**src/mts_pkg.sv**
```systemverilog
// constants for the module temperature sensor register block
package mts_pkg;
   // ***********************************************************
   // register pointer codes
   // ***********************************************************
   localparam logic [2:0] PTR_CAP   = 3'h0;
   localparam logic [2:0] PTR_CFG   = 3'h1;
   localparam logic [2:0] PTR_UPPER = 3'h2;
   localparam logic [2:0] PTR_LOWER = 3'h3;
   localparam logic [2:0] PTR_CRIT  = 3'h4;
   localparam logic [2:0] PTR_TEMP  = 3'h5;
   // ***********************************************************
   // capability value and fields
   // ***********************************************************
   localparam logic [15:0] CAP_VALUE = 16'h0001;
   localparam int CAP_WIDE   = 2;
   localparam int CAP_RES_LO = 3;
   localparam int CAP_RES_HI = 4;
   // ***********************************************************
   // configuration fields
   // ***********************************************************
   localparam int CFG_MODE       = 0;
   localparam int CFG_POL        = 1;
   localparam int CFG_CRIT_ONLY  = 2;
   localparam int CFG_OUT_EN     = 3;
   localparam int CFG_STATUS     = 4;
   localparam int CFG_CLEAR      = 5;
   localparam int CFG_ALARM_LOCK = 6;
   localparam int CFG_CRIT_LOCK  = 7;
   localparam int CFG_SHUTDOWN   = 8;
   localparam int CFG_HYST_LO    = 9;
   localparam int CFG_HYST_HI    = 10;
   // ***********************************************************
   // bound and readout layout
   // ***********************************************************
   localparam int BND_MSB   = 12;
   localparam int BND_LSB   = 2;
   localparam int BND_W     = 11;
   localparam int TEMP_W    = 13;
   localparam int RD_BELOW  = 13;
   localparam int RD_ABOVE  = 14;
   localparam int RD_CRIT   = 15;
   // hysteresis in sixteenths of a degree
   localparam logic signed [13:0] HYST_1P5 = 14'sh0018;
   localparam logic signed [13:0] HYST_3   = 14'sh0030;
   localparam logic signed [13:0] HYST_6   = 14'sh0060;
   // ***********************************************************
   // bus framing
   // ***********************************************************
   localparam logic [3:0] SLAVE_BASE = 4'h3;
   localparam logic [3:0] BIT_LAST   = 4'h8;
   localparam logic [1:0] BYTE_PTR   = 2'h0;
   localparam logic [1:0] BYTE_HI    = 2'h1;
   localparam logic [1:0] BYTE_LO    = 2'h2;
   typedef enum logic [1:0] {
      ST_IDLE  = 2'b00,
      ST_ADDR  = 2'b01,
      ST_WRITE = 2'b11,
      ST_READ  = 2'b10
   } mts_state_type;
endpackage

```
**src/mts_temp_sensor_regs.sv**
```systemverilog
// serial-bus temperature sensor registers with event pin
`timescale 1ns/1ps
`default_nettype none
// Contract
// - pointer byte selects target register
// - pointer codes zero to five decode registers
// - capability read-only, bit zero set
// - capability bit one gives accuracy class
// - capability bit two clear clamps negatives
// - bits 4:3 resolution, upper bits zero
// - mode bit ignored while locked
// - polarity bit ignored while locked
// - bit two limits events to critical
// - bit three gates event output
// - status bit shows event asserted
// - clear bit drops interrupt event
// - lock bits protect bound registers
// - shutdown freezes temperature sensing
// - bits 10:9 pick hysteresis
// - window flags with hysteresis thresholds
// - temperatures held two's complement
// - bounds quarter degree, bits 12:2
// - critical limit quarter degree, reserved zero
// - readout read-only, half degree steps
// - readout top bits flag trips
// - comparator event not software clearable
// - critical event stays until cooled
// - address 0011 plus subaddress pins
module mts_temp_sensor_regs (
   input  wire logic        clock,
   input  wire logic        rst,
   input  wire logic        sclIn,
   input  wire logic        sdaIn,
   output logic             sdaOut,
   output logic             sdaOe,
   input  wire logic [2:0]  subAddr,
   input  wire logic [12:0] sensorTemp,
   output logic             eventOut,
   output logic             eventOe
);
   // ***********************************************************
   // pin synchronisers
   // ***********************************************************
   logic [2:0] sclSync_reg;
   logic [2:0] sdaSync_reg;
   logic [2:0] addrMeta_reg;
   logic [2:0] addrSync_reg;
   always_ff @(posedge clock or posedge rst)
      if (rst)
      begin
         sclSync_reg  <= 3'h7;
         sdaSync_reg  <= 3'h7;
         addrMeta_reg <= 3'h0;
         addrSync_reg <= 3'h0;
      end
      else
      begin
         sclSync_reg  <= {sclSync_reg[1:0], sclIn};
         sdaSync_reg  <= {sdaSync_reg[1:0], sdaIn};
         addrMeta_reg <= subAddr;
         addrSync_reg <= addrMeta_reg;
      end
   logic sclRise, sclFall, busStart, busStop, sdaBit;
   assign sdaBit   = sdaSync_reg[1];
   assign sclRise  = sclSync_reg[1] & ~sclSync_reg[2];
   assign sclFall  = ~sclSync_reg[1] & sclSync_reg[2];
   assign busStart = sclSync_reg[1] & sclSync_reg[2] & ~sdaBit
                     & sdaSync_reg[2];
   assign busStop  = sclSync_reg[1] & sclSync_reg[2] & sdaBit
                     & ~sdaSync_reg[2];
   // ***********************************************************
   // bus slave
   // ***********************************************************
   mts_pkg::mts_state_type state_reg;
   logic [3:0]  bitCnt_reg;
   logic        ackSlot_reg;
   logic [7:0]  rxByte_reg;
   logic [7:0]  txByte_reg;
   logic [7:0]  rdLow_reg;
   logic [7:0]  dataHi_reg;
   logic [1:0]  byteIdx_reg;
   logic [2:0]  ptr_reg;
   logic        readLow_reg;
   logic        sdaOe_reg;
   logic [15:0] rdWord;
   logic        byteDone;
   logic        wrEn;
   logic [15:0] wrData;
   assign byteDone = sclFall & ~ackSlot_reg & (bitCnt_reg == mts_pkg::BIT_LAST)
                     & ~busStart & ~busStop;
   // low byte completes a word write
   assign wrEn   = byteDone & (state_reg == mts_pkg::ST_WRITE)
                   & (byteIdx_reg == mts_pkg::BYTE_LO);
   assign wrData = {dataHi_reg, rxByte_reg};
   always_ff @(posedge clock or posedge rst)
      if (rst)
      begin
         state_reg   <= mts_pkg::ST_IDLE;
         bitCnt_reg  <= 4'h0;
         ackSlot_reg <= 1'b0;
         rxByte_reg  <= 8'h00;
         txByte_reg  <= 8'h00;
         rdLow_reg   <= 8'h00;
         dataHi_reg  <= 8'h00;
         byteIdx_reg <= mts_pkg::BYTE_PTR;
         ptr_reg     <= mts_pkg::PTR_CAP;
         readLow_reg <= 1'b0;
         sdaOe_reg   <= 1'b0;
      end
      else if (busStart)
      begin
         state_reg   <= mts_pkg::ST_ADDR;
         bitCnt_reg  <= 4'h0;
         ackSlot_reg <= 1'b0;
         byteIdx_reg <= mts_pkg::BYTE_PTR;
         readLow_reg <= 1'b0;
         sdaOe_reg   <= 1'b0;
      end
      else if (busStop)
      begin
         state_reg <= mts_pkg::ST_IDLE;
         sdaOe_reg <= 1'b0;
      end
      else if (state_reg != mts_pkg::ST_IDLE)
      begin
         if (sclRise)
         begin
            if (!ackSlot_reg)
            begin
               rxByte_reg <= {rxByte_reg[6:0], sdaBit};
               bitCnt_reg <= bitCnt_reg + 4'h1;
            end
            // host nack ends a read
            else if (state_reg == mts_pkg::ST_READ && sdaBit)
               state_reg <= mts_pkg::ST_IDLE;
         end
         else if (sclFall && ackSlot_reg)
         begin
            ackSlot_reg <= 1'b0;
            bitCnt_reg  <= 4'h0;
            sdaOe_reg   <= 1'b0;
            // high byte first, low byte latched
            if (state_reg == mts_pkg::ST_READ)
            begin
               readLow_reg <= ~readLow_reg;
               if (!readLow_reg)
               begin
                  txByte_reg <= rdWord[15:8];
                  rdLow_reg  <= rdWord[7:0];
                  sdaOe_reg  <= ~rdWord[15];
               end
               else
               begin
                  txByte_reg <= rdLow_reg;
                  sdaOe_reg  <= ~rdLow_reg[7];
               end
            end
         end
         else if (byteDone)
         begin
            ackSlot_reg <= 1'b1;
            unique case (state_reg)
               mts_pkg::ST_ADDR:
                  if (rxByte_reg[7:1] == {mts_pkg::SLAVE_BASE, addrSync_reg})
                  begin
                     sdaOe_reg <= 1'b1;
                     state_reg <= rxByte_reg[0] ? mts_pkg::ST_READ
                                                : mts_pkg::ST_WRITE;
                  end
                  else
                     state_reg <= mts_pkg::ST_IDLE;
               // first written byte is the pointer
               mts_pkg::ST_WRITE:
               begin
                  sdaOe_reg <= 1'b1;
                  unique case (byteIdx_reg)
                     mts_pkg::BYTE_PTR:
                     begin
                        ptr_reg     <= rxByte_reg[2:0];
                        byteIdx_reg <= mts_pkg::BYTE_HI;
                     end
                     mts_pkg::BYTE_HI:
                     begin
                        dataHi_reg  <= rxByte_reg;
                        byteIdx_reg <= mts_pkg::BYTE_LO;
                     end
                     default:
                        byteIdx_reg <= mts_pkg::BYTE_HI;
                  endcase
               end
               mts_pkg::ST_READ:
                  sdaOe_reg <= 1'b0;
               mts_pkg::ST_IDLE:
                  sdaOe_reg <= 1'b0;
            endcase
         end
         else if (sclFall && state_reg == mts_pkg::ST_READ)
         begin
            txByte_reg <= {txByte_reg[6:0], 1'b0};
            sdaOe_reg  <= ~txByte_reg[6];
         end
      end
   // ***********************************************************
   // configuration register
   // ***********************************************************
   logic       cfgMode_reg, cfgPol_reg, cfgCritOnly_reg, cfgOutEn_reg;
   logic       cfgAlarmLock_reg, cfgCritLock_reg, cfgShut_reg;
   logic [1:0] cfgHyst_reg;
   logic       cfgWr, anyLock;
   assign cfgWr   = wrEn & (ptr_reg == mts_pkg::PTR_CFG);
   assign anyLock = cfgAlarmLock_reg | cfgCritLock_reg;
   always_ff @(posedge clock or posedge rst)
      if (rst)
      begin
         cfgMode_reg      <= 1'b0;
         cfgPol_reg       <= 1'b0;
         cfgCritOnly_reg  <= 1'b0;
         cfgOutEn_reg     <= 1'b0;
         cfgAlarmLock_reg <= 1'b0;
         cfgCritLock_reg  <= 1'b0;
         cfgShut_reg      <= 1'b0;
         cfgHyst_reg      <= 2'h0;
      end
      else if (cfgWr)
      begin
         if (!anyLock)
         begin
            cfgMode_reg <= wrData[mts_pkg::CFG_MODE];
            cfgPol_reg  <= wrData[mts_pkg::CFG_POL];
         end
         cfgCritOnly_reg  <= wrData[mts_pkg::CFG_CRIT_ONLY];
         cfgOutEn_reg     <= wrData[mts_pkg::CFG_OUT_EN];
         cfgAlarmLock_reg <= wrData[mts_pkg::CFG_ALARM_LOCK];
         cfgCritLock_reg  <= wrData[mts_pkg::CFG_CRIT_LOCK];
         cfgShut_reg      <= wrData[mts_pkg::CFG_SHUTDOWN];
         cfgHyst_reg <= wrData[mts_pkg::CFG_HYST_HI:mts_pkg::CFG_HYST_LO];
      end
   // ***********************************************************
   // trip point registers
   // ***********************************************************
   logic [10:0] upper_reg, lower_reg, crit_reg;
   logic [10:0] wrBound;
   assign wrBound = wrData[mts_pkg::BND_MSB:mts_pkg::BND_LSB];
   always_ff @(posedge clock or posedge rst)
      if (rst)
      begin
         upper_reg <= 11'h000;
         lower_reg <= 11'h000;
         crit_reg  <= 11'h000;
      end
      else
      begin
         if (wrEn && !cfgAlarmLock_reg && ptr_reg == mts_pkg::PTR_UPPER)
            upper_reg <= wrBound;
         if (wrEn && !cfgAlarmLock_reg && ptr_reg == mts_pkg::PTR_LOWER)
            lower_reg <= wrBound;
         if (wrEn && !cfgCritLock_reg && ptr_reg == mts_pkg::PTR_CRIT)
            crit_reg <= wrBound;
      end
   // ***********************************************************
   // temperature capture and trip flags
   // ***********************************************************
   function automatic logic [12:0] shapeTemp(input logic [12:0] t);
      logic [1:0]  res;
      logic [12:0] v;
      res = mts_pkg::CAP_VALUE[mts_pkg::CAP_RES_HI:mts_pkg::CAP_RES_LO];
      v   = t;
      unique case (res)
         2'h0: v[2:0] = 3'h0;
         2'h1: v[1:0] = 2'h0;
         2'h2: v[0]   = 1'b0;
         2'h3: v      = t;
      endcase
      if (!mts_pkg::CAP_VALUE[mts_pkg::CAP_WIDE] && t[12])
         v = 13'h0000;
      return v;
   endfunction
   function automatic logic signed [13:0] toFine(input logic [10:0] b);
      return {b[10], b, 2'b00};
   endfunction
   logic [12:0] temp_reg;
   logic        above_reg, below_reg, critFlag_reg;
   logic signed [13:0] tNow, hyst;
   assign tNow = {temp_reg[12], temp_reg};
   always_comb
      unique case (cfgHyst_reg)
         2'h0: hyst = 14'sh0000;
         2'h1: hyst = mts_pkg::HYST_1P5;
         2'h2: hyst = mts_pkg::HYST_3;
         2'h3: hyst = mts_pkg::HYST_6;
      endcase
   always_ff @(posedge clock or posedge rst)
      if (rst)
      begin
         temp_reg     <= 13'h0000;
         above_reg    <= 1'b0;
         below_reg    <= 1'b0;
         critFlag_reg <= 1'b0;
      end
      else if (!cfgShut_reg)
      begin
         temp_reg <= shapeTemp(sensorTemp);
         above_reg <= above_reg ? (tNow > toFine(upper_reg) - hyst)
                                : (tNow > toFine(upper_reg));
         below_reg <= below_reg ? (tNow < toFine(lower_reg))
                                : (tNow < toFine(lower_reg) - hyst);
         critFlag_reg <= critFlag_reg ? (tNow >= toFine(crit_reg) - hyst)
                                      : (tNow >= toFine(crit_reg));
      end
   // ***********************************************************
   // event logic
   // ***********************************************************
   logic cond, condPrev_reg, evtLatch_reg, pending, clearWr;
   assign cond    = critFlag_reg | (~cfgCritOnly_reg & (above_reg | below_reg));
   // clear acts only in interrupt mode
   assign clearWr = cfgWr & wrData[mts_pkg::CFG_CLEAR] & cfgMode_reg;
   assign pending = cfgMode_reg ? (evtLatch_reg | critFlag_reg) : cond;
   always_ff @(posedge clock or posedge rst)
      if (rst)
      begin
         condPrev_reg <= 1'b0;
         evtLatch_reg <= 1'b0;
      end
      else
      begin
         condPrev_reg <= cond;
         if (cond && !condPrev_reg)
            evtLatch_reg <= 1'b1;
         else if (clearWr)
            evtLatch_reg <= 1'b0;
      end
   logic eventOe_reg, eventOut_reg, sdaOut_reg;
   always_ff @(posedge clock or posedge rst)
      if (rst)
      begin
         eventOe_reg  <= 1'b0;
         eventOut_reg <= 1'b0;
         sdaOut_reg   <= 1'b0;
      end
      else
      begin
         eventOe_reg  <= cfgOutEn_reg & pending;
         eventOut_reg <= cfgPol_reg;
         sdaOut_reg   <= 1'b0;
      end
   assign eventOe  = eventOe_reg;
   assign eventOut = eventOut_reg;
   assign sdaOe    = sdaOe_reg;
   assign sdaOut   = sdaOut_reg;
   // ***********************************************************
   // read mux
   // ***********************************************************
   // pointer decode
   always_comb
   begin
      rdWord = 16'h0000;
      case (ptr_reg)
         mts_pkg::PTR_CAP: rdWord = mts_pkg::CAP_VALUE;
         mts_pkg::PTR_CFG:
         begin
            rdWord[mts_pkg::CFG_MODE]       = cfgMode_reg;
            rdWord[mts_pkg::CFG_POL]        = cfgPol_reg;
            rdWord[mts_pkg::CFG_CRIT_ONLY]  = cfgCritOnly_reg;
            rdWord[mts_pkg::CFG_OUT_EN]     = cfgOutEn_reg;
            rdWord[mts_pkg::CFG_STATUS]     = eventOe_reg;
            rdWord[mts_pkg::CFG_ALARM_LOCK] = cfgAlarmLock_reg;
            rdWord[mts_pkg::CFG_CRIT_LOCK]  = cfgCritLock_reg;
            rdWord[mts_pkg::CFG_SHUTDOWN]   = cfgShut_reg;
            rdWord[mts_pkg::CFG_HYST_HI:mts_pkg::CFG_HYST_LO] = cfgHyst_reg;
         end
         mts_pkg::PTR_UPPER:
            rdWord[mts_pkg::BND_MSB:mts_pkg::BND_LSB] = upper_reg;
         mts_pkg::PTR_LOWER:
            rdWord[mts_pkg::BND_MSB:mts_pkg::BND_LSB] = lower_reg;
         mts_pkg::PTR_CRIT:
            rdWord[mts_pkg::BND_MSB:mts_pkg::BND_LSB] = crit_reg;
         mts_pkg::PTR_TEMP:
            rdWord = {critFlag_reg, above_reg, below_reg, temp_reg};
         default: rdWord = 16'h0000;
      endcase
   end
endmodule // mts_temp_sensor_regs
`default_nettype wire

```
**config.mk**
```make
export PLATFORM = sky130hd
export DESIGN_NAME = mts_temp_sensor_regs
export DESIGN_NICKNAME = d
export VERILOG_FILES = /design/src/mts_pkg.sv /design/src/mts_temp_sensor_regs.sv
export SDC_FILE = /design/constraint.sdc
export NUM_CORES = 1
export LEC_CHECK = 0
export ABC_AREA = 1
export BUFFER_PORTS_ARGS = -buffer_cell sky130_fd_sc_hd__buf_2
export CAP_MARGIN = 20
export CORE_MARGIN = 2
export CORE_UTILIZATION = 50
export DETAILED_ROUTE_END_ITERATION = 7
export PLACE_DENSITY = 0.66
export SLEW_MARGIN = 40
export SYNTH_ARGS = -nofsm -noshare
export SYNTH_HDL_FRONTEND = slang
export SYNTH_SLANG_ARGS = --single-unit
```
**constraint.sdc**
```tcl
create_clock -name clock -period 6.1 [get_ports clock]
set_clock_uncertainty 0.05 [all_clocks]
set_input_delay 1.22 -clock clock [delete_from_list [all_inputs] [get_ports clock]]
set_output_delay 1.22 -clock clock [all_outputs]
set_load 0.01 [all_outputs]
```
After elaboration in Yosys (flattened, before gate mapping) --
Cells that the tools add are included.
Word-level totals: memories 0, memory bits (read-only) 0, output and inout port bits 4, bits in writable memories 0, register bits after elaboration 115, bits in latches 0
Operators by class: $add $sub $neg 4, mux-type cells 67, div/mod/pow operators 0, multipliers 0, reduce and logical (&&, ||, !) cells 43, equal/unequal tests 26, shift operators 0, order comparisons 6, bitwise gates (word level) 37
Operators with widths (number):
- $pmux W14 S4 | 1
- $sub A13 B14 Y14 | 3
- $mux W2 | 18
- $mux W7 | 5
- $mux W1 | 29
- $pmux W5 S5 | 1
- $mux W4 | 6
- $and A1 B1 Y1 | 18
- $reduce_and A8 Y1 | 2
- $reduce_bool A2 Y1 | 8
- $not A1 Y1 | 15
- $pmux W3 S5 | 1
- $ge A13 B14 Y1 | 1
- $gt A13 B14 Y1 | 1
- $lt A13 B14 Y1 | 1
- $reduce_and A7 Y1 | 2
- $ge A13 B13 Y1 | 1
- $gt A13 B13 Y1 | 1
- $lt A13 B13 Y1 | 1
- $mux W12 | 1
- $reduce_and A4 Y1 | 3
- $reduce_and A6 Y1 | 2
- $eq A2 B2 Y1 const B | 5
- $reduce_and A5 Y1 | 2
- 29 further kinds | 55

Depth between registers and ports, before layout --
Gate-level depths: netlist of run 1.
depth in word-level cells 13, mapped depth 21, mapped depth without buffers 21

Worst setup path after synthesis of run 1 --
No wires, ideal clock.
kind reg2reg, from register cfgHyst_reg[0], to register critFlag_reg, buffers on the path 0, arrival time 2.669 ns, slack 3.264 ns, stages on the path, launching flop included 18, required time 5.933 ns, path through dfrtp_1 -> inv_1 -> ha_1 -> fa_1 -> a31oi_1 -> nand3_1 -> xor2_1 -> ha_1 -> nand2_1 -> inv_1 -> nor3_1 -> o21ai_0 -> nand3_1 -> nand2_1 -> nand2_1 -> nand3_1 -> nand2_1 -> nand2_1
On the way: word-level cells in the longest chain between the ends 5, elaborated cells between the ends (all ways) 8
RTL lines:
- start, declared | line mts_temp_sensor_regs.sv:208 | logic [1:0] cfgHyst_reg;
- start signal, assigned | line mts_temp_sensor_regs.sv:236 | cfgHyst_reg <= wrData[mts_pkg::CFG_HYST_HI:mts_pkg::CFG_HYST_LO];
- $eq A2 B2 Y1 (tied with other cells) | line mts_temp_sensor_regs.sv:286 | unique case (cfgHyst_reg)
- $pmux W14 S4 (*) | line mts_temp_sensor_regs.sv:286
- $sub A13 B14 Y14 (*) | line mts_temp_sensor_regs.sv:307 | critFlag_reg <= critFlag_reg ? (tNow >= toFine(crit_reg) - hyst)
- $ge A13 B14 Y1 (*) | line mts_temp_sensor_regs.sv:307
- $mux W1 (*) | line mts_temp_sensor_regs.sv:307
- end signal, assigned | line mts_temp_sensor_regs.sv:307
- end, declared | line mts_temp_sensor_regs.sv:282 | logic above_reg, below_reg, critFlag_reg;
Mark *: on every way between the ends. The rest lies on a longest branch, timed or not. The select of a mux whose other input is x is not followed. A chain may end at the register's enable or synchronous reset.

Worst setup path in the final report of run 1 --
from register cfgHyst_reg[1], to register below_reg
On the way: word-level cells in the longest chain between the ends 5, elaborated cells between the ends (all ways) 8
RTL lines:
- $eq A2 B2 Y1 (tied with other cells) | line mts_temp_sensor_regs.sv:286
- $pmux W14 S4 (*) | line mts_temp_sensor_regs.sv:286
- $sub A13 B14 Y14 (*) | line mts_temp_sensor_regs.sv:306 | : (tNow < toFine(lower_reg) - hyst);
- $lt A13 B14 Y1 (*) | line mts_temp_sensor_regs.sv:306
- $mux W1 (*) | line mts_temp_sensor_regs.sv:305 | below_reg <= below_reg ? (tNow < toFine(lower_reg))
- end signal, assigned | line mts_temp_sensor_regs.sv:305
- end, declared | line mts_temp_sensor_regs.sv:282
Marks and branches as above.

==> run_results.csv, run 1 <==
group,metric,value,unit
drt,drc,0,
floorplan,fp.dieH,123,um
synthesis,synth_warnings,0,
drt,first_iter_violations,694,
cts,cts.sinks,112,
synthesis,postSynthAreaPerCell,8.43,sq um
cells_and_area,drive_gt1_frac,0.119,
global_route,antenna_found_initial,0,
cts,ctsHoldBuffers,0,
critical_path,path_delay_family,"adder cells",
cts,cts_buffer_depth,2,
critical_path,cp_max_fo,3,
place,port_buffers,19,
cts,clockRootBuffer,"clkbuf_16",
cells_and_area,final_cell_mix,"163 x nand2_1, 119 x inv_1, 106 x dfrtp_1",
place,gp_congestion,0.995,
cells_and_area,areaGrowthSynthToFinish,7.88,%
global_route,grt_start_max_net_pins,83,
sta,rsz0062_at_grt,"false",
place,pre_cts_ws,2.76,ns
floorplan,io-pin-count,24,
drt,ant_nets,0,
status,run_status,"completed",
critical_path,startpoint_type,"register",
power,ir_worst_vdd,0.000219,V
floorplan,row_count,43,
critical_path,path_buf_inv,2,
sta,fin_tns_setup,0,ns
sta,maxSlewViolCount,0,
critical_path,slowest_delay,0.41,ns
cts,post_cts_resized,0,
synthesis,async_reset_ff_frac,1.00,
global_route,grt-ovfl-total,0,
critical_path,critPathArrivalTime,3.60,ns
cells_and_area,final_common_cell,"nand2_1",
cells_and_area,nets,954,
cts,cts.reportedPaths.clkPinSlew,0.08,ns
drt,vias,5957,
sta,hold_slack,0.303,ns
critical_path,crit_top_cell,"nand2_1",
global_route,grt_pass1_vias,5786,
cts,cts_tree,"yes",
drt,wl_per_cell,17.5,um
floorplan,dieArea,15200,sq um
drt,wl,18300,um
synthesis,ys_types,52,
cts,cts_buffers,9,
critical_path,cp.required,6.35,ns
place,place_hpwl,13800,um
sta,tightest_slew,0.739,ns
floorplan,die_w,123,um
cells_and_area,fillers,1243,
min_path,hp-class,"register to register",
synthesis,synth_area,7100,sq um
synthesis,synth-edff-count,0,
cts,clock_latency,0.37,ns
power,p_per_area,231,nW/um^2
sta,fmax,298,MHz
sta,hold_violations,0,
synthesis,synth_nets,937,
critical_path,cp_cell_sequence,"inv_1, ha_1, ha_1, inv_1, fa_1, a21oi_1, nor2_1, nor2_1, nand2_1, xor2_1, ha_1, nand2_1, nor2_1, a211oi_1, nand2_1, nand2_1, nand2_1, nand2_1, nand2_1, a21oi_1",
sta,layout_setup_ws,2.75,ns
cts,htree_levels,3,
floorplan,core,13900,sq um
synthesis,synth_ff_type,"dfrtp_1",
critical_path,critPathSlowestCell,"dfrtp_1",
sta,setup_violations,0,
global_route,grt_pass1_wl,29800,um
power,p_leak,3.54,nW
drt,vias_per_cell,5.71,
critical_path,cp-end-kind,"register",
floorplan,floorplan.initialDensity,0.512,
sta,timing.final.crit_share,0.550,
global_route,grtUsageTotal,0.259,
synthesis,synth_seq_cells,112,
critical_path,worstSetupPathType,"register to register",
power,p_total,1.77,mW
job,maxCapViolCount,0,
drt,drtPass1Iterations,7,
cells_and_area,diodes,0,
sta,slew_headroom,0.507,
synthesis,seq_area_frac_synth,0.396,
synthesis,synthCells,842,
sta,period_minus_slack,3.35,ns
cts,cts_setup_buffers,0,
-- worst register-to-register path, cell delays in order, from the launching register on --
cell	delay, ns
dfrtp_1	0.41
inv_1	0.16
ha_1	0.26
ha_1	0.18
inv_1	0.07
fa_1	0.40
a21oi_1	0.16
nor2_1	0.05
nor2_1	0.15
nand2_1	0.13
xor2_1	0.16
ha_1	0.30
nand2_1	0.10
nor2_1	0.06
a211oi_1	0.19
nand2_1	0.12
nand2_1	0.07
nand2_1	0.05
nand2_1	0.06
nand2_1	0.06
a21oi_1	0.11
-- synth_stat cells (all sizes together), types with 4 or more instances --
cell	count	area share
ha	72	0.13
buf	11	0.013
dfstp	6	0.022
a21o	4	0.0042
nand4	8	0.0079
o22ai	24	0.021
nand2	166	0.090
nand3	35	0.034
a21oi	49	0.035
o211ai	5	0.0053
inv	133	0.070
a211oi	6	0.0063
dfrtp	106	0.37
or2	4	0.0035
o31ai	4	0.0042
xnor2	4	0.0049
xor2	19	0.023
o21ai	88	0.069
nor2	54	0.034
o21a	4	0.0042
nor3	15	0.018
-- cell families after synthesis --
family | count (synthesis) | synth area share
flops | 112 | 0.396
simple gates | 287 | 0.192
xor+xnor | 23 | 0.0284
compound gates | 194 | 0.161
fa+ha+maj | 75 | 0.135
buf+inv | 150 | 0.0869
other cells | 1 | 0.000528
-- per-layer routing --
layer  part of all wire  track usage  vias up
met1               0.44        0.353     2802
met5                  0            0        -
met4              0.044        0.122        0
met3              0.069       0.0494       67
li1                   -            -     2831
met2               0.45        0.399      257
-- area by class of cell --
| class | count | area (sq um) | area share |
|---|---|---|---|
| multi-input cells | 580 | 3670 | 0.480 |
| inverters | 136 | 520 | 0.0680 |
| repair buffers | 20 | 103 | 0.0134 |
| clock buffers | 9 | 225 | 0.0294 |
| clock inverters | 7 | 103 | 0.0134 |
| flip-flops and latches | 112 | 2810 | 0.367 |
| well taps | 180 | 225 | 0.0294 |
-- through the flow --
| step | std cells | area, sq um | utilization |
|---|---|---|---|
| global placement | 1028 | 7330 | 0.528 |
| CTS | 1044 | 7660 | 0.552 |
| detailed placement | 1028 | 7330 | 0.528 |
| global route | 1044 | 7660 | 0.552 |
| floorplan | 842 | 7100 | - |
| finish | 1044 | 7660 | 0.552 |
-- where the power goes --
part	internal (mW)	leakage (nW)	switching (mW)	total (mW)
sequential	0.798	1.49	0.0673	0.866
clock	0.337	0.160	0.315	0.652
combinational	0.0891	1.89	0.165	0.254
total	1.22	3.54	0.547	1.77
-- path summary, 6_finish.rpt --
| kind | startpoint | end | slack, ns | depth (start not counted) |
|---|---|---|---|---|
| setup / recovery | cfgHyst_reg[1]$_DFFE_PP0P_ | below_reg$_DFFE_PP0N_ | 2.75 | 20 |
| hold / removal | addrMeta_reg[0]$_DFF_PP0_ | addrSync_reg[0]$_DFF_PP0_ | 0.30 | 0 |
| setup reg to reg | cfgHyst_reg[1]$_DFFE_PP0P_ | below_reg$_DFFE_PP0N_ | 2.75 | 20 |
| hold reg to reg | addrMeta_reg[0]$_DFF_PP0_ | addrSync_reg[0]$_DFF_PP0_ | 0.30 | 0 |
| max in group asynchronous | rst | upper_reg[3]$_DFFE_PP0P_ | 4.19 | 3 |
| min in group asynchronous | rst | rxByte_reg[3]$_DFFE_PP0P_ | 0.93 | 2 |
No activity file was read; power rests on OpenSTA's default activity.
==> inputs of run 2 (changes only) <==
Settings changed: ABC_AREA 1 to 0, PLACE_DENSITY 0.66 to 0.69.
Clock period 6.1 ns to 2.8 ns, I/O delays scaled along.
==> run_results.csv, run 2 <==
group,metric,value,unit
cts,cts_buffers,9,
place,gp_congestion,0.939,
cts,cts.reportedPaths.clkPinSlew,0.07,ns
cells_and_area,nets,851,
global_route,antenna_found_initial,0,
critical_path,worstSetupPathType,"register to register",
synthesis,yosysMostFrequentCell,"dfrtp_1",
synthesis,synth_area_leaders,"dfrtp_1 38%, ha_1 13%, mux2_2 7.3%",
cells_and_area,fillers,1183,
global_route,grt-ovfl-total,0,
synthesis,synth-simple-area-share,0.123,
drt,vias,5594,
global_route,grt_pass1_wl,29200,um
critical_path,path_depth,15,
synthesis,synth_warnings,0,
cts,clockRootBuffer,"clkbuf_16",
global_route,grt_pass1_vias,5671,
floorplan,core,13800,sq um
job,maxCapViolCount,0,
power,ir_worst_vdd,0.000504,V
cells_and_area,final_cell_mix,"104 x dfrtp_1, 65 x ha_1, 54 x inv_1",
critical_path,critPathSlowestCell,"dfrtp_2",
min_path,hp-class,"input pin to async pin",
critical_path,r2r-start,"cfgHyst_reg[1]$_DFFE_PP0P_",
place,placed_area,7540,sq um
cts,htree_levels,3,
global_route,grt_start_max_net_pins,49,
synthesis,synth_xor_area_frac,0.0289,
sta,tightest_slew,0.693,ns
floorplan,io-pin-count,24,
synthesis,ys_types,65,
synthesis,synth_ff_type,"dfrtp_1",
synthesis,netlist.area_leader.share,0.380,
synthesis,seq_area_frac_synth,0.403,
cells_and_area,multiInputGateArea,4000,sq um
cells_and_area,final_common_cell,"dfrtp_1",
synthesis,synth_nets,786,
critical_path,endpoint,"above_reg$_DFFE_PP0N_",
sta,setup_violations,3,
cells_and_area,areaGrowthSynthToFinish,17.1,%
place,port_buffers,19,
critical_path,cp.required,2.96,ns
floorplan,die_w,122,um
synthesis,synth_top_cell_by_area,"dfrtp_1",
cells_and_area,seq_area,2810,sq um
synthesis,synth_top_family_by_area,"compound AO/OA/AOI/OAI gates",
synthesis,synth_compound_area_frac,0.157,
power,p_leak,3.64,nW
critical_path,crit_start,"cfgHyst_reg[1]$_DFFE_PP0P_",
sta,hold_violations,0,
cells_and_area,diodes,0,
sta,fmax,318,MHz
synthesis,synth_seq_cells,112,
critical_path,path_buf_inv,2,
drt,wl_per_cell,19.6,um
synthesis,postSynthAreaPerCell,10.1,sq um
drt,drtPass1Iterations,5,
floorplan,fp.dieH,122,um
critical_path,cp-end-kind,"register",
floorplan,floorplan.initialDensity,0.506,
critical_path,rrSetupSlack,-0.34,ns
critical_path,critPathArrivalTime,3.30,ns
sta,period_minus_slack,3.14,ns
synthesis,muxShareOfSynthArea,0.0992,
critical_path,rr_endpoint,"above_reg$_DFFE_PP0N_",
sta,layout_setup_ws,-0.342,ns
floorplan,dieArea,14900,sq um
place,pre_cts_ws,-0.415,ns
drt,first_iter_violations,479,
floorplan,row_count,43,
sta,slew_headroom,0.538,
synthesis,synth_area,6970,sq um
critical_path,reg2regPathDepth,15,
status,violations,"setup timing",
sta,maxSlewViolCount,0,
cells_and_area,drive_gt1_frac,0.251,
cts,cts_buffer_depth,2,
sta,timing.final.crit_share,1.12,
critical_path,slowest_delay,0.45,ns
drt,vias_per_cell,5.94,
cts,cts_tree,"yes",
critical_path,cp_max_fo,4,
synthesis,synthAdderAreaFrac,0.138,
critical_path,startpoint_type,"register",
sta,rsz0062_at_grt,"true",
critical_path,cp_cell_sequence,"inv_2, ha_4, ha_4, inv_1, fa_2, a21o_1, a21o_1, nor3_2, xnor2_1, ha_1, nand4_1, nor4_2, nor2_1, o311ai_1, o2111ai_1",
cts,cts.sinks,112,
status,run_status,"finished with violations",
synthesis,synth-edff-count,0,
drt,wl,18400,um
power,p_per_area,466,nW/um^2
synthesis,synthCells,691,
synthesis,synthTopCellsByCount,"106 x dfrtp_1, 72 x ha_1, 57 x inv_1, 54 x o21ai_0, 52 x nand2_1",
drt,drc,0,
critical_path,path_delay_family,"adder cells",
synthesis,async_reset_ff_frac,1.00,
power,p_total,3.80,mW
drt,ant_nets,0,
global_route,grtUsageTotal,0.257,
cells_and_area,final_cell_area,8170,sq um
cts,clock_latency,0.36,ns
place,place_hpwl,13300,um
## run 2: changes by cell type after synthesis, sizes merged, moves of 14 or more
cell,change
xnor2,+16
xor2,-16
nand2,-114
o22ai,-21
o21ai,-33
inv,-76
mux2,+50
nor2,-14
nand3,-24
a21oi,-18
## run 2: what timing repair did
item	4_1_cts	5_1_grt
hold buffers	0	0
endpoints found under the setup margin	3	3
pin swaps	29	17
gates resized for setup	20	15
setup buffers	12	3
## run 2: cell type report
type / instances / share of cell area
multi-input combinational: 499 / 0.490
clock buffer: 12 / 0.0326
sequential: 112 / 0.344
clock inverter: 4 / 0.00720
tap: 180 / 0.0276
inverter: 57 / 0.0267
timing repair buffer: 77 / 0.0718
## run 2: where the power goes
part | total, mW | switching [mW] | leakage (nW) | internal [mW]
combinational | 0.452 | 0.229 | 2.00 | 0.223
clock | 1.38 | 0.601 | 0.161 | 0.779
sequential | 1.97 | 0.237 | 1.48 | 1.74
## run 2: per-stage QoR
stage / hold slack (ns) / TNS (ns) / instances / util
after floorplan: 0.281 / -0.215 / 691 / -
after global placement: 0.287 / -0.825 / 909 / 0.547
after detailed placement: 0.291 / -1.15 / 909 / 0.547
after CTS: 0.244 / -0.876 / 937 / 0.584
after global routing: 0.118 / -1.38 / 941 / 0.593
final: 0.107 / -0.910 / 941 / 0.593
## run 2: worst min path at each step
stage                              startpoint                   endpoint  slack, ns  depth (start not counted)
detailed placement  addrMeta_reg[2]$_DFF_PP0_  addrSync_reg[2]$_DFF_PP0_       0.29                          0
global placement    addrMeta_reg[2]$_DFF_PP0_  addrSync_reg[2]$_DFF_PP0_       0.29                          0
global route                              rst  upper_reg[10]$_DFFE_PP0P_       0.12                          2
finish                                    rst  upper_reg[10]$_DFFE_PP0P_       0.11                          2
floorplan           addrMeta_reg[0]$_DFF_PP0_  addrSync_reg[0]$_DFF_PP0_       0.28                          0
CTS                                     sdaIn   sdaSync_reg[0]$_DFF_PP1_       0.24                          1
## run 2: kinds of logic (layout without fill, tap and decap cells)
group | after synthesis | in the layout
xor gates and xnor gates | 23 | 23
buffers and inverters | 80 | 150
other | 1 | 1
muxes | 61 | 61
DFF | 112 | 112
and+or+nand+nor | 171 | 171
AOI/OAI and AO/OA | 168 | 168
adders and majority gates | 75 | 75
## run 2: layer usage
| metal | track usage | wire length [um] | up-vias | share of wire |
|---|---|---|---|---|
| met5 | 0 | 0 | - | 0 |
| met4 | 0.106 | 539 | 0 | 0.029 |
| met3 | 0.0290 | 876 | 40 | 0.048 |
| met2 | 0.424 | 8990 | 158 | 0.49 |
| met1 | 0.346 | 7990 | 2775 | 0.43 |
| li1 | - | - | 2621 | - |
